File: config.mk
export PLATFORM = sky130hd
export DESIGN_NAME = mtt_timer
export DESIGN_NICKNAME = d
export VERILOG_FILES = /design/src/hw/mtt_pkg.sv /design/src/hw/mtt_timer.sv
export VERILOG_INCLUDE_DIRS = /design/src /design/src/hw
export SDC_FILE = /design/constraint.sdc
export NUM_CORES = 1
export LEC_CHECK = 0
export BUFFER_PORTS_ARGS = -buffer_cell sky130_fd_sc_hd__buf_2
export CORE_AREA = 2 2 78 73
export CTS_BUF_LIST = sky130_fd_sc_hd__clkbuf_4 sky130_fd_sc_hd__clkbuf_8
export DETAILED_ROUTE_END_ITERATION = 6
export DIE_AREA = 0 0 80 75
export PLACE_DENSITY = 0.77
export SLEW_MARGIN = 20
export SYNTH_ARGS = -nofsm -noshare
export SYNTH_HDL_FRONTEND = slang
export SYNTH_SLANG_ARGS = --single-unit
File: constraint.sdc
create_clock -name ref_clk -period 2.09 [get_ports ref_clk]
set_input_delay 0.5225 -clock ref_clk [delete_from_list [all_inputs] [get_ports ref_clk]]
set_output_delay 0.5225 -clock ref_clk [all_outputs]
set_load 0.005 [all_outputs]
File: src/hw/mtt_cfg.svh
// Constants of the modulo timer with toggle output.
// Assumes inclusion by bare name from the package and the timer module.
`ifndef MTT_CFG_SVH
`define MTT_CFG_SVH
// Register indices; byte address is four times the index
`define MTT_IDX_CTRL 6'h12
`define MTT_IDX_MODULO 6'h13
`define MTT_IDX_COUNT 6'h14
`define MTT_IDX_STATUS 6'h15
`define MTT_IDX_MASK 6'h16
// Control field positions
`define MTT_BIT_OUTSEL 0
`define MTT_BIT_RUN 1
`define MTT_BIT_CLEAR 2
`define MTT_BIT_SRC_LO 4
`define MTT_BIT_SRC_HI 5
// Status and mask field positions
`define MTT_BIT_MATCH 0
// Prescaler taps as powers of two of the system clock
`define MTT_LOG_DIV32 5
`define MTT_LOG_DIV256 8
`define MTT_LOG_DIV2048 11
// Reset values
`define MTT_RST_TOGGLE 1'b1
`define MTT_RST_BYTE 8'h00
`define MTT_RST_SRC 2'h0
`endif

File: src/hw/mtt_pkg.sv
// Types shared by the modulo timer and its bench.
// Assumes mtt_cfg.svh on the include path.
`include "mtt_cfg.svh"
package mtt_pkg;
    // Count source codes
    typedef enum logic [1:0] {
        SRC_DIV256 = 2'h0,
        SRC_DIV32 = 2'h1,
        SRC_DIV2048 = 2'h2,
        SRC_EXT = 2'h3
    } mtt_src_t;
    // Avalon-MM request from the master
    typedef struct packed {
        logic read;
        logic write;
        logic [7:0] address;
        logic [31:0] writedata;
    } mtt_avm_cmd_t;
    // Avalon-MM answer to the master
    typedef struct packed {
        logic waitrequest;
        logic [31:0] readdata;
    } mtt_avm_rsp_t;
endpackage

File: src/hw/mtt_timer.sv
// 8-bit modulo timer with a toggling match output on an open-drain pin.
// Assumes an Avalon-MM master on ref_clk and an asynchronous external count pin.
//
// Notes on behaviour
// The timer is an 8-bit counter, an 8-bit modulo register and a count source selector.
// The counter is compared with the modulo value at all times and equality means a match.
// The modulo register can only be written; reading it gives zero.
// The counter can only be read; writes do not touch the count.
// Source 00 is clock/256, 01 clock/32, 10 clock/2048, 11 the external count pin.
// With output select at 1 the toggle flop drives the shared pin, ignoring its direction bit.
// Each match inverts the toggle flop once.
// The pin is open drain: pulled low for 0, released for 1.
// The toggle flop stays still until the run bit is 1 and toggles from then on.
// Writing 1 to the clear bit returns the toggle flop to its initial value.
// With output select at 1, a clear shows 1 on the output before any match.
// Output select sits at bit 0 of register index 12h.
// A match clears the counter to zero and counting goes on, a period of modulo plus one.
`include "mtt_cfg.svh"
module mtt_timer (
    // Clock and reset
    input wire logic ref_clk,
    input wire logic rstn,
    // Register bus
    input wire mtt_pkg::mtt_avm_cmd_t avs_cmd,
    output mtt_pkg::mtt_avm_rsp_t avs_rsp,
    // External count input
    input wire logic ext_count_pin,
    // Shared open-drain pin
    input wire logic shared_port_pin_in,
    output logic shared_port_pin_out,
    output logic shared_port_pin_oe,
    // Toggle state and interrupt
    output logic match_toggle_out,
    output logic irq
);
    // Reset release and pin synchronisers
    logic rst_meta_q, rst_sync_q;
    logic ext_meta_q, ext_sync_q, ext_last_q;
    // Register state
    logic wait_q, wait_d;
    logic [31:0] rdata_q, rdata_d;
    logic match_out_select_q, match_out_select_d;
    logic timer_run_bit_q, timer_run_bit_d;
    mtt_pkg::mtt_src_t src_q, src_d;
    logic [7:0] modulo_q, modulo_d;
    logic status_q, status_d;
    logic mask_q, mask_d;
    // Timer state
    logic [`MTT_LOG_DIV2048-1:0] pre_q, pre_d;
    logic [7:0] count_q, count_d;
    logic toggle_q, toggle_d;
    logic oe_q, oe_d;
    logic irq_q, irq_d;
    // Decode and events
    logic [5:0] idx;
    logic take, do_wr, clear_hit, tick, match_eq, match_hit;

    // Asynchronous assert, synchronous release of reset
    always_ff @(posedge ref_clk or negedge rstn) begin
        if (!rstn) begin
            rst_meta_q <= 1'b0;
            rst_sync_q <= 1'b0;
        end else begin
            rst_meta_q <= 1'b1;
            rst_sync_q <= rst_meta_q;
        end
    end

    // Count pin crosses in through two flops; edge found after them
    always_ff @(posedge ref_clk or negedge rst_sync_q) begin
        if (!rst_sync_q) begin
            ext_meta_q <= 1'b0;
            ext_sync_q <= 1'b0;
            ext_last_q <= 1'b0;
        end else begin
            ext_meta_q <= ext_count_pin;
            ext_sync_q <= ext_meta_q;
            ext_last_q <= ext_sync_q;
        end
    end

    // Bus decode: an access completes at the edge that sees waitrequest low
    assign idx = avs_cmd.address[7:2];
    assign take = (avs_cmd.read | avs_cmd.write) & wait_q;
    assign do_wr = avs_cmd.write & ~wait_q;
    assign clear_hit = do_wr & (idx == `MTT_IDX_CTRL) & avs_cmd.writedata[`MTT_BIT_CLEAR];

    // Prescaler taps and source selection
    always_comb begin
        case (src_q)
            mtt_pkg::SRC_DIV256: tick = &pre_q[`MTT_LOG_DIV256-1:0];
            mtt_pkg::SRC_DIV32: tick = &pre_q[`MTT_LOG_DIV32-1:0];
            mtt_pkg::SRC_DIV2048: tick = &pre_q;
            mtt_pkg::SRC_EXT: tick = ext_sync_q & ~ext_last_q;
            default: tick = 1'b0;
        endcase
    end

    // Comparator is continuous; only a counted match acts
    assign match_eq = (count_q == modulo_q);
    assign match_hit = match_eq & tick & timer_run_bit_q;

    // Next values of bus, registers and timer
    always_comb begin
        wait_d = ~take;
        rdata_d = rdata_q;
        match_out_select_d = match_out_select_q;
        timer_run_bit_d = timer_run_bit_q;
        src_d = src_q;
        modulo_d = modulo_q;
        mask_d = mask_q;
        status_d = status_q;
        pre_d = pre_q + 1'b1;
        count_d = count_q;
        toggle_d = toggle_q;
        // Read data latched on acceptance, ready with waitrequest low
        if (take && avs_cmd.read) begin
            rdata_d = '0;
            case (idx)
                `MTT_IDX_CTRL: begin
                    rdata_d[`MTT_BIT_OUTSEL] = match_out_select_q;
                    rdata_d[`MTT_BIT_RUN] = timer_run_bit_q;
                    rdata_d[`MTT_BIT_SRC_HI:`MTT_BIT_SRC_LO] = src_q;
                end
                `MTT_IDX_MODULO: rdata_d = '0;
                `MTT_IDX_COUNT: rdata_d[7:0] = count_q;
                `MTT_IDX_STATUS: rdata_d[`MTT_BIT_MATCH] = status_q;
                `MTT_IDX_MASK: rdata_d[`MTT_BIT_MATCH] = mask_q;
                default: rdata_d = '0;
            endcase
        end
        // Writes; the count register has no write path
        if (do_wr) begin
            case (idx)
                `MTT_IDX_CTRL: begin
                    match_out_select_d = avs_cmd.writedata[`MTT_BIT_OUTSEL];
                    timer_run_bit_d = avs_cmd.writedata[`MTT_BIT_RUN];
                    src_d = mtt_pkg::mtt_src_t'(
                        avs_cmd.writedata[`MTT_BIT_SRC_HI:`MTT_BIT_SRC_LO]);
                end
                `MTT_IDX_MODULO: modulo_d = avs_cmd.writedata[7:0];
                `MTT_IDX_STATUS: begin
                    if (avs_cmd.writedata[`MTT_BIT_MATCH]) begin
                        status_d = 1'b0;
                    end
                end
                `MTT_IDX_MASK: mask_d = avs_cmd.writedata[`MTT_BIT_MATCH];
                default: begin
                end
            endcase
        end
        // Counter wraps to zero on match, else steps on each tick
        if (tick && timer_run_bit_q) begin
            count_d = match_eq ? 8'h00 : count_q + 8'h01;
        end
        // Toggle on a match; a clear wins and restarts the prescaler
        if (match_hit) begin
            toggle_d = ~toggle_q;
            status_d = 1'b1; // Set wins over a same-cycle clear
        end
        if (clear_hit) begin
            toggle_d = `MTT_RST_TOGGLE;
            count_d = 8'h00;
            pre_d = '0;
        end
        oe_d = match_out_select_d & ~toggle_d;
        irq_d = status_d & mask_d;
    end

    // Register every group
    always_ff @(posedge ref_clk or negedge rst_sync_q) begin
        if (!rst_sync_q) begin
            wait_q <= 1'b1;
            rdata_q <= '0;
            match_out_select_q <= 1'b0;
            timer_run_bit_q <= 1'b0;
            src_q <= mtt_pkg::SRC_DIV256;
            modulo_q <= `MTT_RST_BYTE;
            status_q <= 1'b0;
            mask_q <= 1'b0;
            pre_q <= '0;
            count_q <= `MTT_RST_BYTE;
            toggle_q <= `MTT_RST_TOGGLE;
            oe_q <= 1'b0;
            irq_q <= 1'b0;
        end else begin
            wait_q <= wait_d;
            rdata_q <= rdata_d;
            match_out_select_q <= match_out_select_d;
            timer_run_bit_q <= timer_run_bit_d;
            src_q <= src_d;
            modulo_q <= modulo_d;
            status_q <= status_d;
            mask_q <= mask_d;
            pre_q <= pre_d;
            count_q <= count_d;
            toggle_q <= toggle_d;
            oe_q <= oe_d;
            irq_q <= irq_d;
        end
    end

    // Pin only ever pulls low, so output data is a constant zero
    assign shared_port_pin_out = 1'b0;
    assign shared_port_pin_oe = oe_q;
    assign match_toggle_out = toggle_q;
    assign irq = irq_q;
    assign avs_rsp.waitrequest = wait_q;
    assign avs_rsp.readdata = rdata_q;
endmodule

---- Word-level counts from Yosys, hierarchy flattened ----
Index checks and enable logic that the tools add are counted.
storage, ports and cells
  output and inout bits ................... 37
  register bits ........................... 50
  word-level logic and storage cells ...... 73
cells by class
  equal/unequal tests ..................... 9
  reduce and logical (&&, ||, !) cells .... 9
  bitwise logic cells ..................... 15
  muxes and demuxes ....................... 20
  $add $sub $neg .......................... 2
operator list
  operator                                        number
  == test 6 x 5 -> 1 bit (second input constant)  5
  two-way mux 8 bit                               3
  adder 11 x 1 -> 11 bit (second input constant)  1
  two-way mux 11 bit                              1
  AND reduction 11 bit                            1
  two-way mux 1 bit                               10
  bitwise AND 1 bit                               9
  adder 8 x 1 -> 8 bit (second input constant)    1
  == test 8 bit                                   1
  case mux 1 bit (4 select lines)                 2
  AND reduction 8 bit                             1
  NOT 1 bit                                       5
  AND reduction 5 bit                             1
  == test 2 bit (second input constant)           2
  two-way mux 2 bit                               2
  case mux 2 bit (2 select lines)                 1
  AND reduction 2 bit                             2
  == test 2 x 1 -> 1 bit (second input constant)  1
  logical AND 1 bit                               2
  zero test 2 bit                                 1
  case mux 1 bit (2 select lines)                 1
  nonzero test 2 bit                              1
  OR 1 bit                                        1

---- Depth between registers and ports, before layout ----
Gate-level depths: netlist (run 1).
  depth after elaboration ................. 9
  gate-level depth with buffers ........... 9
  depth with buffers taken out ............ 8

---- Worst setup path after synthesis (run 1) ----
Ideal clock, no wire load.
  path kind ............................... register to register
  start ................................... register pre_q[0]
  end ..................................... register count_q[6]
  clock period less this slack ............ 1.852 ns
  stages on the path, launching flop included .. 10
  setup time .............................. 0.101 ns
  data required time ...................... 1.989 ns
  arrival time ............................ 1.752 ns
  setup slack ............................. 0.238 ns
  cells stage by stage .................... dfrtp_1 -> ha_1 -> and3_1 -> ha_1 -> o21ai_0 -> o31ai_1 -> o211a_1 -> buf_4 -> mux2i_1 -> nor4_1
between the ends
  longest elaborated chain between the ends .. 4
  elaborated cells on any way between the ends .. 6
RTL lines
  element                                             line              source
  start: declaration                                  mtt_timer.sv:49   logic [`MTT_LOG_DIV2048-1:0] pre_q, pre_d;
  start signal: assignment                            mtt_timer.sv:195  pre_q <= pre_d;
  AND reduction 11 bit, or another cell as far along  mtt_timer.sv:93   mtt_pkg::SRC_DIV2048: tick = &pre_q;
  case mux 1 bit (4 select lines) (*)                 mtt_timer.sv:90   case (src_q)
  logical AND 1 bit (*)                               mtt_timer.sv:153  if (tick && timer_run_bit_q) begin
  nonzero test 2 bit (no source line) (*)             -
  end signal: assignment                              mtt_timer.sv:182  count_q <= `MTT_RST_BYTE;
  end signal: assignment                              mtt_timer.sv:196  count_q <= count_d;
  end: declaration                                    mtt_timer.sv:50   logic [7:0] count_q, count_d;
Every way passes the cells marked *; elsewhere a longest branch is shown, timed or not.
A chain may end at the register's enable or synchronous reset.

---- Worst setup path after layout (run 1) ----
  start ................................... register pre_q[0]
  end ..................................... register toggle_q, in the netlist match_toggle_out
between the ends
  longest elaborated chain between the ends .. 6
  elaborated cells on any way between the ends .. 8
RTL lines
  element                                             line              source
  AND reduction 11 bit, or another cell as far along  mtt_timer.sv:93
  case mux 1 bit (4 select lines) (*)                 mtt_timer.sv:90
  bitwise AND 1 bit (*) (2 in a row)                  mtt_timer.sv:101  assign match_hit = match_eq & tick & timer_run_bit_q;
  two-way mux 1 bit (*)                               mtt_timer.sv:157  if (match_hit) begin
  two-way mux 1 bit (*)                               mtt_timer.sv:161  if (clear_hit) begin
  via toggle_d                                        mtt_timer.sv:51   logic toggle_q, toggle_d;
  end signal: assignment                              mtt_timer.sv:183  toggle_q <= `MTT_RST_TOGGLE;
  end signal: assignment                              mtt_timer.sv:197  toggle_q <= toggle_d;
  end: declaration                                    mtt_timer.sv:51
The timed path passes the listed nets; every way through them passes the cells marked *.

==> results list, run 1 <==
* Leading cell type in the layout, fill and taps excluded: sky130_fd_sc_hd__dfrtp_1
- The worst path uses around 94% of the clock period.
- Leakage power: 0.00138 uW
- The congestion estimate from routability-driven global placement came to slightly below 0.9.
- During I/O placement, the number of pins put on the boundary was slightly above 80.
* Pwr dens: roughly 760 nW/um^2
- Number of warnings issued by yosys: 0
- Placeable core region: a little over 5000 sq um
- OpenSTA, run right after detailed placement, puts the worst setup slack at between 0.07 and 0.08 ns.
- The number of global-route vias before repair was approximately 1700.
- Switching share of power: roughly 28%
- Entering global routing, the biggest net connects 37 pins.
- The critical path goes through ha_1 -> and3_1 -> ha_1 -> o21ai_0 -> o31ai_1 -> o211ai_1 -> buf_4 -> o21a_1 -> or3_1.
- In the routed design, unresolved DRC markers number 0.
* Global-route track usage on met3: under 10%
- Max-cap violations in this run came to 0.
- The average instance in the mapped netlist occupies about 11 sq um.
- After the last flow step, the layout net total stands at 330.
* Setup CP Type: reg -> reg
- Cell type with the highest occurrence count on the critical path: sky130_fd_sc_hd__ha_1
- Sequential cell fraction of total power: between 50% and 60%
- Yosys cell types: 46
- First-pass GRT wire length: roughly 7.8 mm
- The wire-length estimate of the detail-placed layout is about 3.6 mm.
- The number of antenna diodes in the final layout is 0.
- Chip Width: around 80 um
- The endpoint identified for the worst register-to-register timing path is match_toggle_out.
- Sequential cell area: 1250 sq um
- For this run, global-route usage on met1 was measured as around a quarter.
* Area used by multi-input combinational logic: 1120 sq um
- Origin of the critical flop-to-flop path: pre_q[0]
* Number of fill cells: approximately 470
- Sum of negative setup slack: 0 ns
* Data arrival time of the worst path: about 2.2 ns
- Of the synthesized area, sequential elements account for between 40% and 50%.
- The worst hold path belongs to the class reg -> async.
* Flip-flop and latch count after synthesis: 50
* Number of buffers on the longest clock path: 2
- The top cell types in the final layout, fill and taps aside, are 47 x sky130_fd_sc_hd__dfrtp_1, 30 x sky130_fd_sc_hd__buf_2, 26 x sky130_fd_sc_hd__conb_1.
* Main synth FF type: sky130_fd_sc_hd__dfrtp_1
- Initial standard-cell utilization of the core: 49.2%
- For this run the aggregate overflow at the end of global routing stands at 0.
- Clk network pwr share: a little over a quarter
* Clock tree from TritonCTS: done
* Clock root cell: sky130_fd_sc_hd__clkbuf_8
- Wire length after detailed routing: 4.73 mm
- The worst setup path is captured at a flop.
- For the worst-skew pair, the clock arrives at the later sink with an insertion delay of roughly 0.3 ns.
- Post-Synthesis Cell Area: about 2500 sq um
* P_sw: 614 uW
- Largest voltage drop on the vdd net: 0.501 mV
- Via total after detailed routing: 1810
- Syn Inst Count: around 240
* Num CTS Buffers: 5
* Share of layout cells above drive strength 1: about a quarter
* Final critical path time including I/O delays and setup: around 2 ns
- Internal power comes to 1570 uW.
* Number of flops mapped to enable cells by yosys: 0
* Headroom to the max-slew limit: between 60 and 70%
- The final-report hold violation count is 0.
- In this run the worst path has a maximum fanout of 4.
- Number of clock sinks: 50
* Via count normalized by instance count: between 5 and 6
- For the pin with the worst max-slew slack, the measured transition is about 0.53 ns.
- Crit path buffers/inverters: 1
- DRC violation total after the first TritonRoute iteration: approximately 120
- Met2 Use GR: a little over a quarter
- The flow ran to the end, and the final reports show no timing, DRC or antenna violations.
* Worst-path clk slew: 0.09 ns
- Max-slew violation count: 0
- Worst hold slack: between 0.1 and 0.15 ns
* Row Count: 25
- Combined global-route utilization of all metal layers: between 10% and 20%
- Required time worst endpoint: 2.31 ns
- The largest individual stage delay along the critical path comes from the cell sky130_fd_sc_hd__dfrtp_1.
- Measured in cells, the most critical reg-to-reg path has a length of 9.
* 1st-pass router iterations: 4
- Register-to-register setup slack: approximately 0.12 ns
- In this run the number of H-tree levels came out at 2.
* WL/cell: roughly 14 um
- Number of nets with antenna violations after routing: 0
- Top Family by Delay on Critical Path: simple AND/OR/NAND/NOR gates
- The largest single stage delay on the critical path is 0.38 ns.
* Worst-case setup margin in the final layout: approximately 0.12 ns
- After global routing, the most crowded layer is met2.
- From synthesis to final layout, the design area changed by 14.0%.
- The number of antenna violations at the first check in global routing is 0.
- Counting flops with an async set or reset pin after synthesis yields a share of 100%.
- Maximum clock rate: between 0.5 and 0.6 GHz
* Endpoints failing setup: 0
* Launch point of the critical path: pre_q[0]
- Port buffering added 30 buffers.
* Gate power share: about 17%
* Die outline area: about 6000 sq um
* Clock Skew: about 0.0083 ns
- CP Launch Type: flop
* Vertical die dimension: between 70 and 80 um
- RSZ-0062 raised after global routing: no
-- worst max path at each step --
stage	endpoint	slack (ns)	cells after the start
2_1_floorplan	count_q[6]	0.24	9
3_3_place_gp	count_q[6]	0.11	8
3_5_place_dp	count_q[6]	0.08	8
4_1_cts	count_q[3]	0.05	8
5_1_grt	match_toggle_out	0.005	9
6_report	match_toggle_out	0.12	9
-- cell families after synthesis --
kind of cell    after synthesis  share of synthesized area (%)
compound gates               29                           8.14
xor+xnor                     16                           5.56
fa+ha+maj                     3                           1.49
buf+inv                      40                           10.4
flops                        50                           49.7
mux                          18                           7.69
other cells                   2                          0.298
simple gates                 78                           16.8
-- cells in the mapped netlist, types with 3 or more instances --
cell type / n / share of area [%]
sky130_fd_sc_hd__nor3_1: 8 / 1.6
sky130_fd_sc_hd__mux2_2: 7 / 3.1
sky130_fd_sc_hd__o31ai_1: 3 / 0.89
sky130_fd_sc_hd__dfrtp_1: 48 / 48
sky130_fd_sc_hd__buf_4: 27 / 8.0
sky130_fd_sc_hd__and3_1: 3 / 0.74
sky130_fd_sc_hd__nor4_1: 4 / 0.99
sky130_fd_sc_hd__mux2_1: 4 / 1.8
sky130_fd_sc_hd__nor2_1: 16 / 2.4
sky130_fd_sc_hd__xor2_1: 9 / 3.1
sky130_fd_sc_hd__inv_1: 7 / 1.0
sky130_fd_sc_hd__mux2i_1: 7 / 2.8
sky130_fd_sc_hd__and2_1: 3 / 0.74
sky130_fd_sc_hd__o21ai_0: 7 / 1.4
sky130_fd_sc_hd__nand4_1: 4 / 0.99
sky130_fd_sc_hd__nand3_1: 7 / 1.4
sky130_fd_sc_hd__clkbuf_1: 3 / 0.45
sky130_fd_sc_hd__a222oi_1: 3 / 1.2
sky130_fd_sc_hd__ha_1: 3 / 1.5
sky130_fd_sc_hd__xnor2_1: 7 / 2.4
sky130_fd_sc_hd__a22o_1: 4 / 1.4
sky130_fd_sc_hd__nand2_1: 21 / 3.1
-- state kept, by name, indices dropped and copies added, names as in the netlist --
| signal | count |
|---|---|
| rst_sync_q | 1 |
| ext_meta_q | 1 |
| shared_port_pin_oe | 1 |
| match_toggle_out | 1 |
| modulo_q | 8 |
| timer_run_bit_q | 1 |
| irq | 1 |
| rst_meta_q | 1 |
| mask_q | 1 |
| rdata_q | 8 |
| wait_q | 1 |
| match_out_select_q | 1 |
| status_q | 1 |
| pre_q | 11 |
| src_q | 2 |
| ext_sync_q | 1 |
| count_q | 8 |
| ext_last_q | 1 |
-- per-layer routing --
metal	share of wire, %	wire length, um
met4	1.5	73
met3	7.0	329
met2	45	2140
met1	46	2190
met5	0	0
-- metrics by stage --
stage / total power, uW / cells / utilization, % / instance area (sq um)
floorplan: 1540 / 260 / - / 2610
global placement: 1600 / 339 / 53.4 / 2740
detailed placement: 1620 / 339 / 53.4 / 2740
CTS: 2210 / 348 / 55.4 / 2840
global route: 2320 / 349 / 56.0 / 2880
finish: 2180 / 349 / 56.0 / 2880
-- power by group through the flow --
stage | clock network [uW] | logic, uW | registers (uW)
3_3_place_gp | 0 | 352 | 1250
6_report | 580 | 364 | 1240
3_5_place_dp | 0 | 368 | 1250
5_1_grt | 635 | 428 | 1260
2_1_floorplan | 0 | 299 | 1240
4_1_cts | 603 | 369 | 1240
-- worst reg2reg max path, cell delays in order, from the launching register on --
cell and delay, ns:
sky130_fd_sc_hd__dfrtp_1 0.38, sky130_fd_sc_hd__ha_1 0.21, sky130_fd_sc_hd__and3_1 0.17, sky130_fd_sc_hd__ha_1 0.13, sky130_fd_sc_hd__o21ai_0 0.07, sky130_fd_sc_hd__o31ai_1 0.10, sky130_fd_sc_hd__o211ai_1 0.13, sky130_fd_sc_hd__buf_4 0.18
sky130_fd_sc_hd__o21a_1 0.18, sky130_fd_sc_hd__or3_1 0.36
-- area by class of cell --
| type | instances | area share (%) |
|---|---|---|
| clock inverters | 1 | 0.174 |
| multi-input cells | 170 | 39.0 |
| inverters | 7 | 0.914 |
| clock buffers | 7 | 3.13 |
| flip-flops and latches | 50 | 43.6 |
| well taps | 67 | 2.92 |
| repair buffers | 47 | 10.2 |
-- what timing repair did --
| item | 4_1_cts | 5_1_grt |
|---|---|---|
| hold buffers | 1 | 0 |
| buffers inserted | 0 | 1 |
| endpoints found under the setup margin | 0 | 6 |
| endpoints found under the hold margin | 2 | 0 |
| resized for setup | 0 | 6 |
Power figures use the tool's default switching activity.
==> run 2, diff against run 1 <==
Settings changed: ABC_AREA set to 0, CAP_MARGIN set to 25.
Clock period 2.09 ns to 2 ns, I/O delays scaled along.
==> run 2 against run 1 <==
First-iteration DRC count decreased by 8.4%. Combinational power grew 12%. Sequential power up 5%. Register-to-register slack worse by 0.09 ns. Critical endpoint unchanged.
==> results list, run 2 (same netlist as run 1, synthesis figures left out) <==
- The remaining max-slew budget at the tightest pin was 63.6% (-0.56 points).
- The detailed-routing wirelength on met1 is 2.29 mm (+4.9%).
- The number of buffers inserted by port buffering was 30 (unchanged).
* Critical-path cell with the highest stage delay: sky130_fd_sc_hd__dfrtp_1
* Total number of nets in the final design: 334 (+1.2%)
- Maximum clock rate: 0.508 GHz (-0.15%)
- Post-layout utilization of the core: 57.4% (+1.4 points)
* RD Place Congestion: 0.857 (-1.1%)
- The final setup skew was 0.00585 ns (-0.00250 ns).
- Setup CP Type: reg -> reg
* Count of max-cap constraint violations: 0 (unchanged)
- The count of final max-slew check failures is 0 (unchanged).
- The final-report hold violation count is 0 (unchanged).
- The biggest cell delay along the critical path is 0.37 ns (about the same).
- The worst voltage drop across the vdd grid is 0.763 mV (+52%).
- Number of clock sinks: 50 (unchanged)
- Worst Max-Slew Pin Slew: 0.543 ns (+0.0132 ns)
* I/O Pins: 83 (unchanged)
* Die outline area: 6000 sq um (unchanged)
- Top Family by Delay on Critical Path: compound AO/OA/AOI/OAI gates
- The power per standard cell area was 794 nW/um^2 (+4.8%).
- Data arrival time of the worst path: 2.20 ns (about the same)
- The initial core utilization was 49.2% (unchanged).
- Type of the tightest min-delay check: reg -> async
- Combined global-route utilization of all metal layers: 17.2% (-0.063 points)
- The flip-flop count of the largest register, all copies and words added came to 11 (unchanged).
* Final critical path time including I/O delays and setup: 1.97 ns (+0.00292 ns)
* Total length of routed met2 wires: 2.21 mm (+3.3%)
- Placed cell count: 342 (+0.88%)
- Num CTS Buffers: 5 (unchanged)
- Pin count of the biggest net entering global routing: 31 (-16%)
- 1st-pass router iterations: 4 (unchanged)
* Commonest non-fill, non-tap cells in the layout: 47 x sky130_fd_sc_hd__dfrtp_1, 30 x sky130_fd_sc_hd__buf_2, 26 x sky130_fd_sc_hd__conb_1
- Highest net fanout along the worst path: 4 (unchanged)
- Vertical die dimension: 75 um (unchanged)
- The detailed-route wire length per cell is 14.0 um (+3.1%).
* Placeable core region: 5130 sq um (unchanged)
* Share of layout cells above drive strength 1: 28.7% (+2.8 points)
- The remaining antenna violation count after routing was 0 (unchanged).
- The critical path required time was 2.23 ns (-0.08 ns).
* Cell Count, Final, Fillers Out: 353 (+1.1%)
- Total met3 wirelength after detailed routing: 363 um (+10%)
- DRC violation total after the first TritonRoute iteration: 109 (-8.4%)
- The global-route wire length before repair was 7.82 mm (+0.44%).
* Number of global-route vias before repair: 1695 (+1.4%)
* Top sig layer: met4
- CP Launch Type: flop
- Final cycle utilization of the critical path: 98.5% (+4.4 points)
* Endpoints failing setup: 0 (unchanged)
- The chip width is 80 um (unchanged).
- Crit path buffers/inverters: 0 (-1)
- The total leakage power was 0.00140 uW (+1.7%).
- RSZ-0062 raised after global routing: yes
* Worst-path clk slew: 0.09 ns (about the same)
* Number of buffers on the longest clock path: 2 (unchanged)
- The tree is rooted in a sky130_fd_sc_hd__clkbuf_8.
- Final antenna diode count: 0 (unchanged)
* Row Count: 25 (unchanged)
- Number of fill cells: 460 (-1.9%)
- The detailed placer's ending HPWL came to 3.63 mm (+1.9%).
- Run status: complete, no violations
- Via total after detailed routing: 1796 (-0.77%)
- Register with the highest flop count: pre_q
- The number of antenna violations at the first check in global routing is 0 (unchanged).
* Via count normalized by instance count: 5.09 (-1.9%)
* Leading cell type in the layout, fill and taps excluded: sky130_fd_sc_hd__dfrtp_1
- The clock insertion delay at the later pin of the skew report came to 0.31 ns (about the same).
* # H-tree levels: 2 (unchanged)
- Congestion Overflow GR: 0 (unchanged)
- DRC viols: 0 (unchanged)
- TritonCTS built the clock tree.
- The final routed wirelength across all metal layers was 4.93 mm (+4.3%).
* Layout overhead on the synthesized area: 16.8%
* CP cell instances: ha_2 -> and3_4 -> ha_4 -> o21ai_2 -> o31ai_2 -> o211ai_1 -> o21a_1 -> or3_1
- The worst setup path is captured at a flop.
run 2: stage by stage:
| step | total power (uW) | setup WS (ns) | cell area [sq um] | setup TNS (ns) | hold WS, ns |
|---|---|---|---|---|---|
| after detailed placement | 1700 | -0.0106 | 2770 | -0.0106 | 0.229 |
| after global routing | 2500 | -0.00982 | 2950 | -0.0112 | 0.256 |
| final | 2340 | 0.0300 | 2950 | 0 | 0.211 |
| after global placement | 1680 | 0.0546 | 2770 | 0 | 0.219 |
| after CTS | 2320 | 0.0127 | 2890 | 0 | 0.230 |
| after floorplan | 1610 | 0.148 | 2610 | 0 | 0.204 |
run 2: worst reg2reg max path, stage by stage, from the launching register on:
cell and delay, ns:
sky130_fd_sc_hd__dfrtp_1 0.37, sky130_fd_sc_hd__ha_2 0.19, sky130_fd_sc_hd__and3_4 0.19, sky130_fd_sc_hd__ha_4 0.12
sky130_fd_sc_hd__o21ai_2 0.06, sky130_fd_sc_hd__o31ai_2 0.08, sky130_fd_sc_hd__o211ai_1 0.27, sky130_fd_sc_hd__o21a_1 0.28
sky130_fd_sc_hd__or3_1 0.34
run 2: final cells by class:
cell class	instances	area [sq um]	share of cell area [%]
inverters	7	26.3	0.892
multi-input cells	170	1150	39.1
repair buffers	51	335	11.4
well taps	67	83.8	2.85
clock inverters	1	5.00	0.170
clock buffers	7	90.1	3.06
flip-flops and latches	50	1250	42.6
run 2: power breakdown:
part / total [uW] / internal, uW / leakage, uW / switching, uW
clock: 628 / 293 / 0.0000517 / 334
sequential: 1300 / 1160 / 0.000633 / 144
combinational: 408 / 204 / 0.000717 / 204
run 2: path summary, 6_finish.rpt:
kind / start / endpoint / cells after the start / slack, ns
min reg2reg: rst_sync_q / ext_sync_q / 0 / 0.21
min: rst_sync_q / ext_sync_q / 0 / 0.21
max: pre_q[1] / match_toggle_out / 8 / 0.03
max reg2reg: pre_q[1] / match_toggle_out / 8 / 0.03
max in group asynchronous: rst_sync_q / wait_q / 1 / 1.21
min in group ref_clk: ext_count_pin / ext_meta_q / 1 / 0.29
run 2: timing repair:
| item | in CTS | in global routing |
|---|---|---|
| buffers inserted | 0 | 2 |
| setup endpoints to repair | 3 | 10 |
| gates resized for setup | 3 | 10 |
| endpoints found under the hold margin | 2 | 0 |
| hold buffers | 1 | 0 |
| pin swaps | 0 | 5 |
run 2: layer usage:
metal,vias up,GRT usage [%]
met5,-,0
met3,9,4.08
met4,0,7.16
met1,840,24.4
met2,73,25.8
li1,874,-
==> run 3, diff against run 2 <==
Settings changed: CORE_AREA 2 2 78 73 to 2 2 77 72, DIE_AREA 0 0 80 75 to 0 0 79 74, PLACE_DENSITY 0.77 to 0.79.
==> run 3 against run 2 <==
Wire length grew 3.8%. Total power is 9.8% higher. Clock power rose by 35%. Via count increased by 3.4%. Register-to-register slack improved by 0.03 ns. Critical endpoint is now count_q[3]. Highest routed layer unchanged.
==> results list, run 3 (same netlist as run 1, synthesis figures left out) <==
* Final critical path time including I/O delays and setup: 1.94 ns (-0.0315 ns)
* Clock Skew: 0.00526 ns (-0.000583 ns)
- Layout overhead on the synthesized area: 18.7%
* Placeable core region: 5070 sq um (-1.2%)
- The count of vias placed by the detailed router came to 1857 (+3.4%).
- Commonest non-fill, non-tap cells in the layout: 47 x sky130_fd_sc_hd__dfrtp_1, 30 x sky130_fd_sc_hd__buf_2, 26 x sky130_fd_sc_hd__conb_1
* Share of layout cells above drive strength 1: 28.9% (+0.25 points)
* Num CTS Buffers: 5 (unchanged)
- First-pass GRT wire length: 8.13 mm (+3.9%)
- Final count of hold timing violations: 0 (unchanged)
* Antenna violations before repair: 0 (unchanged)
- The sum of negative setup slack came to 0 ns (unchanged).
* DRC violation total after the first TritonRoute iteration: 108 (-0.92%)
* WL/cell: 14.5 um (+3.5%)
* Endpoints failing setup: 0 (unchanged)
- The flip-flop count of the largest register, all copies and words added was 11 (unchanged).
- Final antenna diode count: 0 (unchanged)
* Number of nets with antenna violations after routing: 0 (unchanged)
* I/O Pins: 83 (unchanged)
- Critical-path cell with the highest stage delay: sky130_fd_sc_hd__dfrtp_1
- The total routing resource utilization after global routing is 18.2% (+0.98 points).
- Worst-path clk slew: 0.09 ns (about the same)
* Leakage power: 0.00142 uW (+1.6%)
- Clk_lat worst skew: 0.30 ns (about the same)
- The sequential group share of total power is 50.8% (-4.9 points).
- Largest voltage drop on the vdd net: 0.649 mV (-15%)
* Die outline area: 5850 sq um (-2.6%)
- The critical path required time was 2.21 ns (-0.02 ns).
* HPWL after detailed placement: 3.71 mm (+2.2%)
- Type of destination of the critical path: flop
- RSZ-0062 raised after global routing: yes
- The maximum number of pins on one net before global-route repair was 34 (+9.7%).
* Register with the highest flop count: pre_q
- The proportion of power drawn by combinational gates was 16.2% (-1.3 points).
- Register-to-register setup slack: 0.06 ns (+0.03 ns)
- Number of clock sinks: 50 (unchanged)
* Cell-internal power: 1870 uW (+13%)
* Clk network pwr share: 33.1% (+6.3 points)
* 1st-pass router iterations: 4 (unchanged)
* Chip Width: 79 um (-1.3%)
- Final cycle utilization of the critical path: 96.9% (-1.6 points)
* Port Buffer Count: 30 (unchanged)
* P_sw: 703 uW (+3.0%)
- Number of buffers on the longest clock path: 2 (unchanged)
- The routability congestion estimate came to 0.825 (-3.7%).
- The largest fanout of any net on the critical path came to 5 (+1).
* DRC viols: 0 (unchanged)
- CP Launch Type: flop
- The worst setup path is of the reg -> reg kind.
* Placed Area: 2770 sq um (unchanged)
- Top Family by Delay on Critical Path: simple AND/OR/NAND/NOR gates
* Post-route cell area: 2990 sq um (+1.6%)
- Pwr dens: 858 nW/um^2 (+8.1%)
- Worst hold slack: 0.185 ns (-0.0260 ns)
- Row Count: 25 (unchanged)
- Max-slew violation count: 0 (unchanged)
- The biggest cell delay along the critical path was 0.40 ns (+0.03 ns).
- The total global routing overflow is 0 (unchanged).
- The path class of the tightest hold or removal check is reg -> async.
- The level count of the clock H-tree is 2 (unchanged).
- Switching share of power: 27.4% (-1.8 points)
* Data arrival time of the worst path: 2.15 ns (-0.05 ns)
- The root buffer cell chosen for the clock tree is sky130_fd_sc_hd__clkbuf_8.
* Initial standard-cell utilization of the core: 49.8% (+0.61 points)
- Number of global-route vias before repair: 1778 (+4.9%)
- The mean number of vias per cell is 5.25 (+3.1%).
* Wire length after detailed routing: 5.12 mm (+3.8%)
* Run status: complete, no violations
- Leading cell type in the layout, fill and taps excluded: sky130_fd_sc_hd__dfrtp_1
- Vertical die dimension: 74 um (-1.3%)
* CP cell instances: ha_2 -> and3_4 -> ha_4 -> o21ai_2 -> o31ai_2 -> o211ai_1 -> buf_4 -> nor2_2 -> nor4_1
- The number of max-cap violations is 0 (unchanged).
* Maximum clock rate: 0.516 GHz (+1.6%)
- The final-stage net count is 335 (+0.30%).
- Crit path buffers/inverters: 1 (+1)
- Clock tree from TritonCTS: done
[run 3: path summary, 6_finish.rpt]
kind                               start         end  depth (start not counted)
min in group ref_clk       ext_count_pin  ext_meta_q                          1
min                           rst_sync_q  ext_sync_q                          0
max                             pre_q[0]  count_q[3]                          9
max reg2reg                     pre_q[0]  count_q[3]                          9
max in group asynchronous     rst_sync_q      wait_q                          1
min reg2reg                   rst_sync_q  ext_sync_q                          0
[run 3: final cells by class]
class | instances | area, sq um
clock buffers | 5 | 68.8
repair buffers | 52 | 347
clock inverters | 3 | 68.8
inverters | 7 | 26.3
fillers | 437 | 2070
multi-input cells | 170 | 1140
well taps | 67 | 83.8
flip-flops and latches | 50 | 1250
[run 3: power by group through the flow]
stage	clock network [uW]	registers, uW	logic, uW
final	849	1300	416
after global routing	903	1330	476
after CTS	863	1300	413
after floorplan	0	1290	312
after global placement	0	1310	373
after detailed placement	0	1310	392
[run 3: metal layers]
metal	vias to the layer above	GRT usage [%]	routed length, um
li1	873	-	-
met1	898	24.0	2230
met2	76	29.8	2410
met3	10	4.00	383
met4	0	7.47	97
met5	-	0	0
[run 3: metrics by stage]
stage,worst slack (ns),std cells,utilization (%),power [uW]
4_1_cts,0.00663,353,58.2,2570
5_1_grt,-0.0274,354,59.1,2710
3_5_place_dp,-0.0390,342,54.7,1700
2_1_floorplan,0.148,260,-,1610
3_3_place_gp,0.0510,342,54.7,1680
6_report,0.0615,354,59.1,2570
[run 3: repair_timing]
item / in CTS / in global routing
endpoints found under the hold margin: 2 / 0
endpoints found under the setup margin: 5 / 11
hold buffers: 1 / 0
pin swaps: 4 / 6
resized for setup: 5 / 9
buffers inserted: 2 / 1
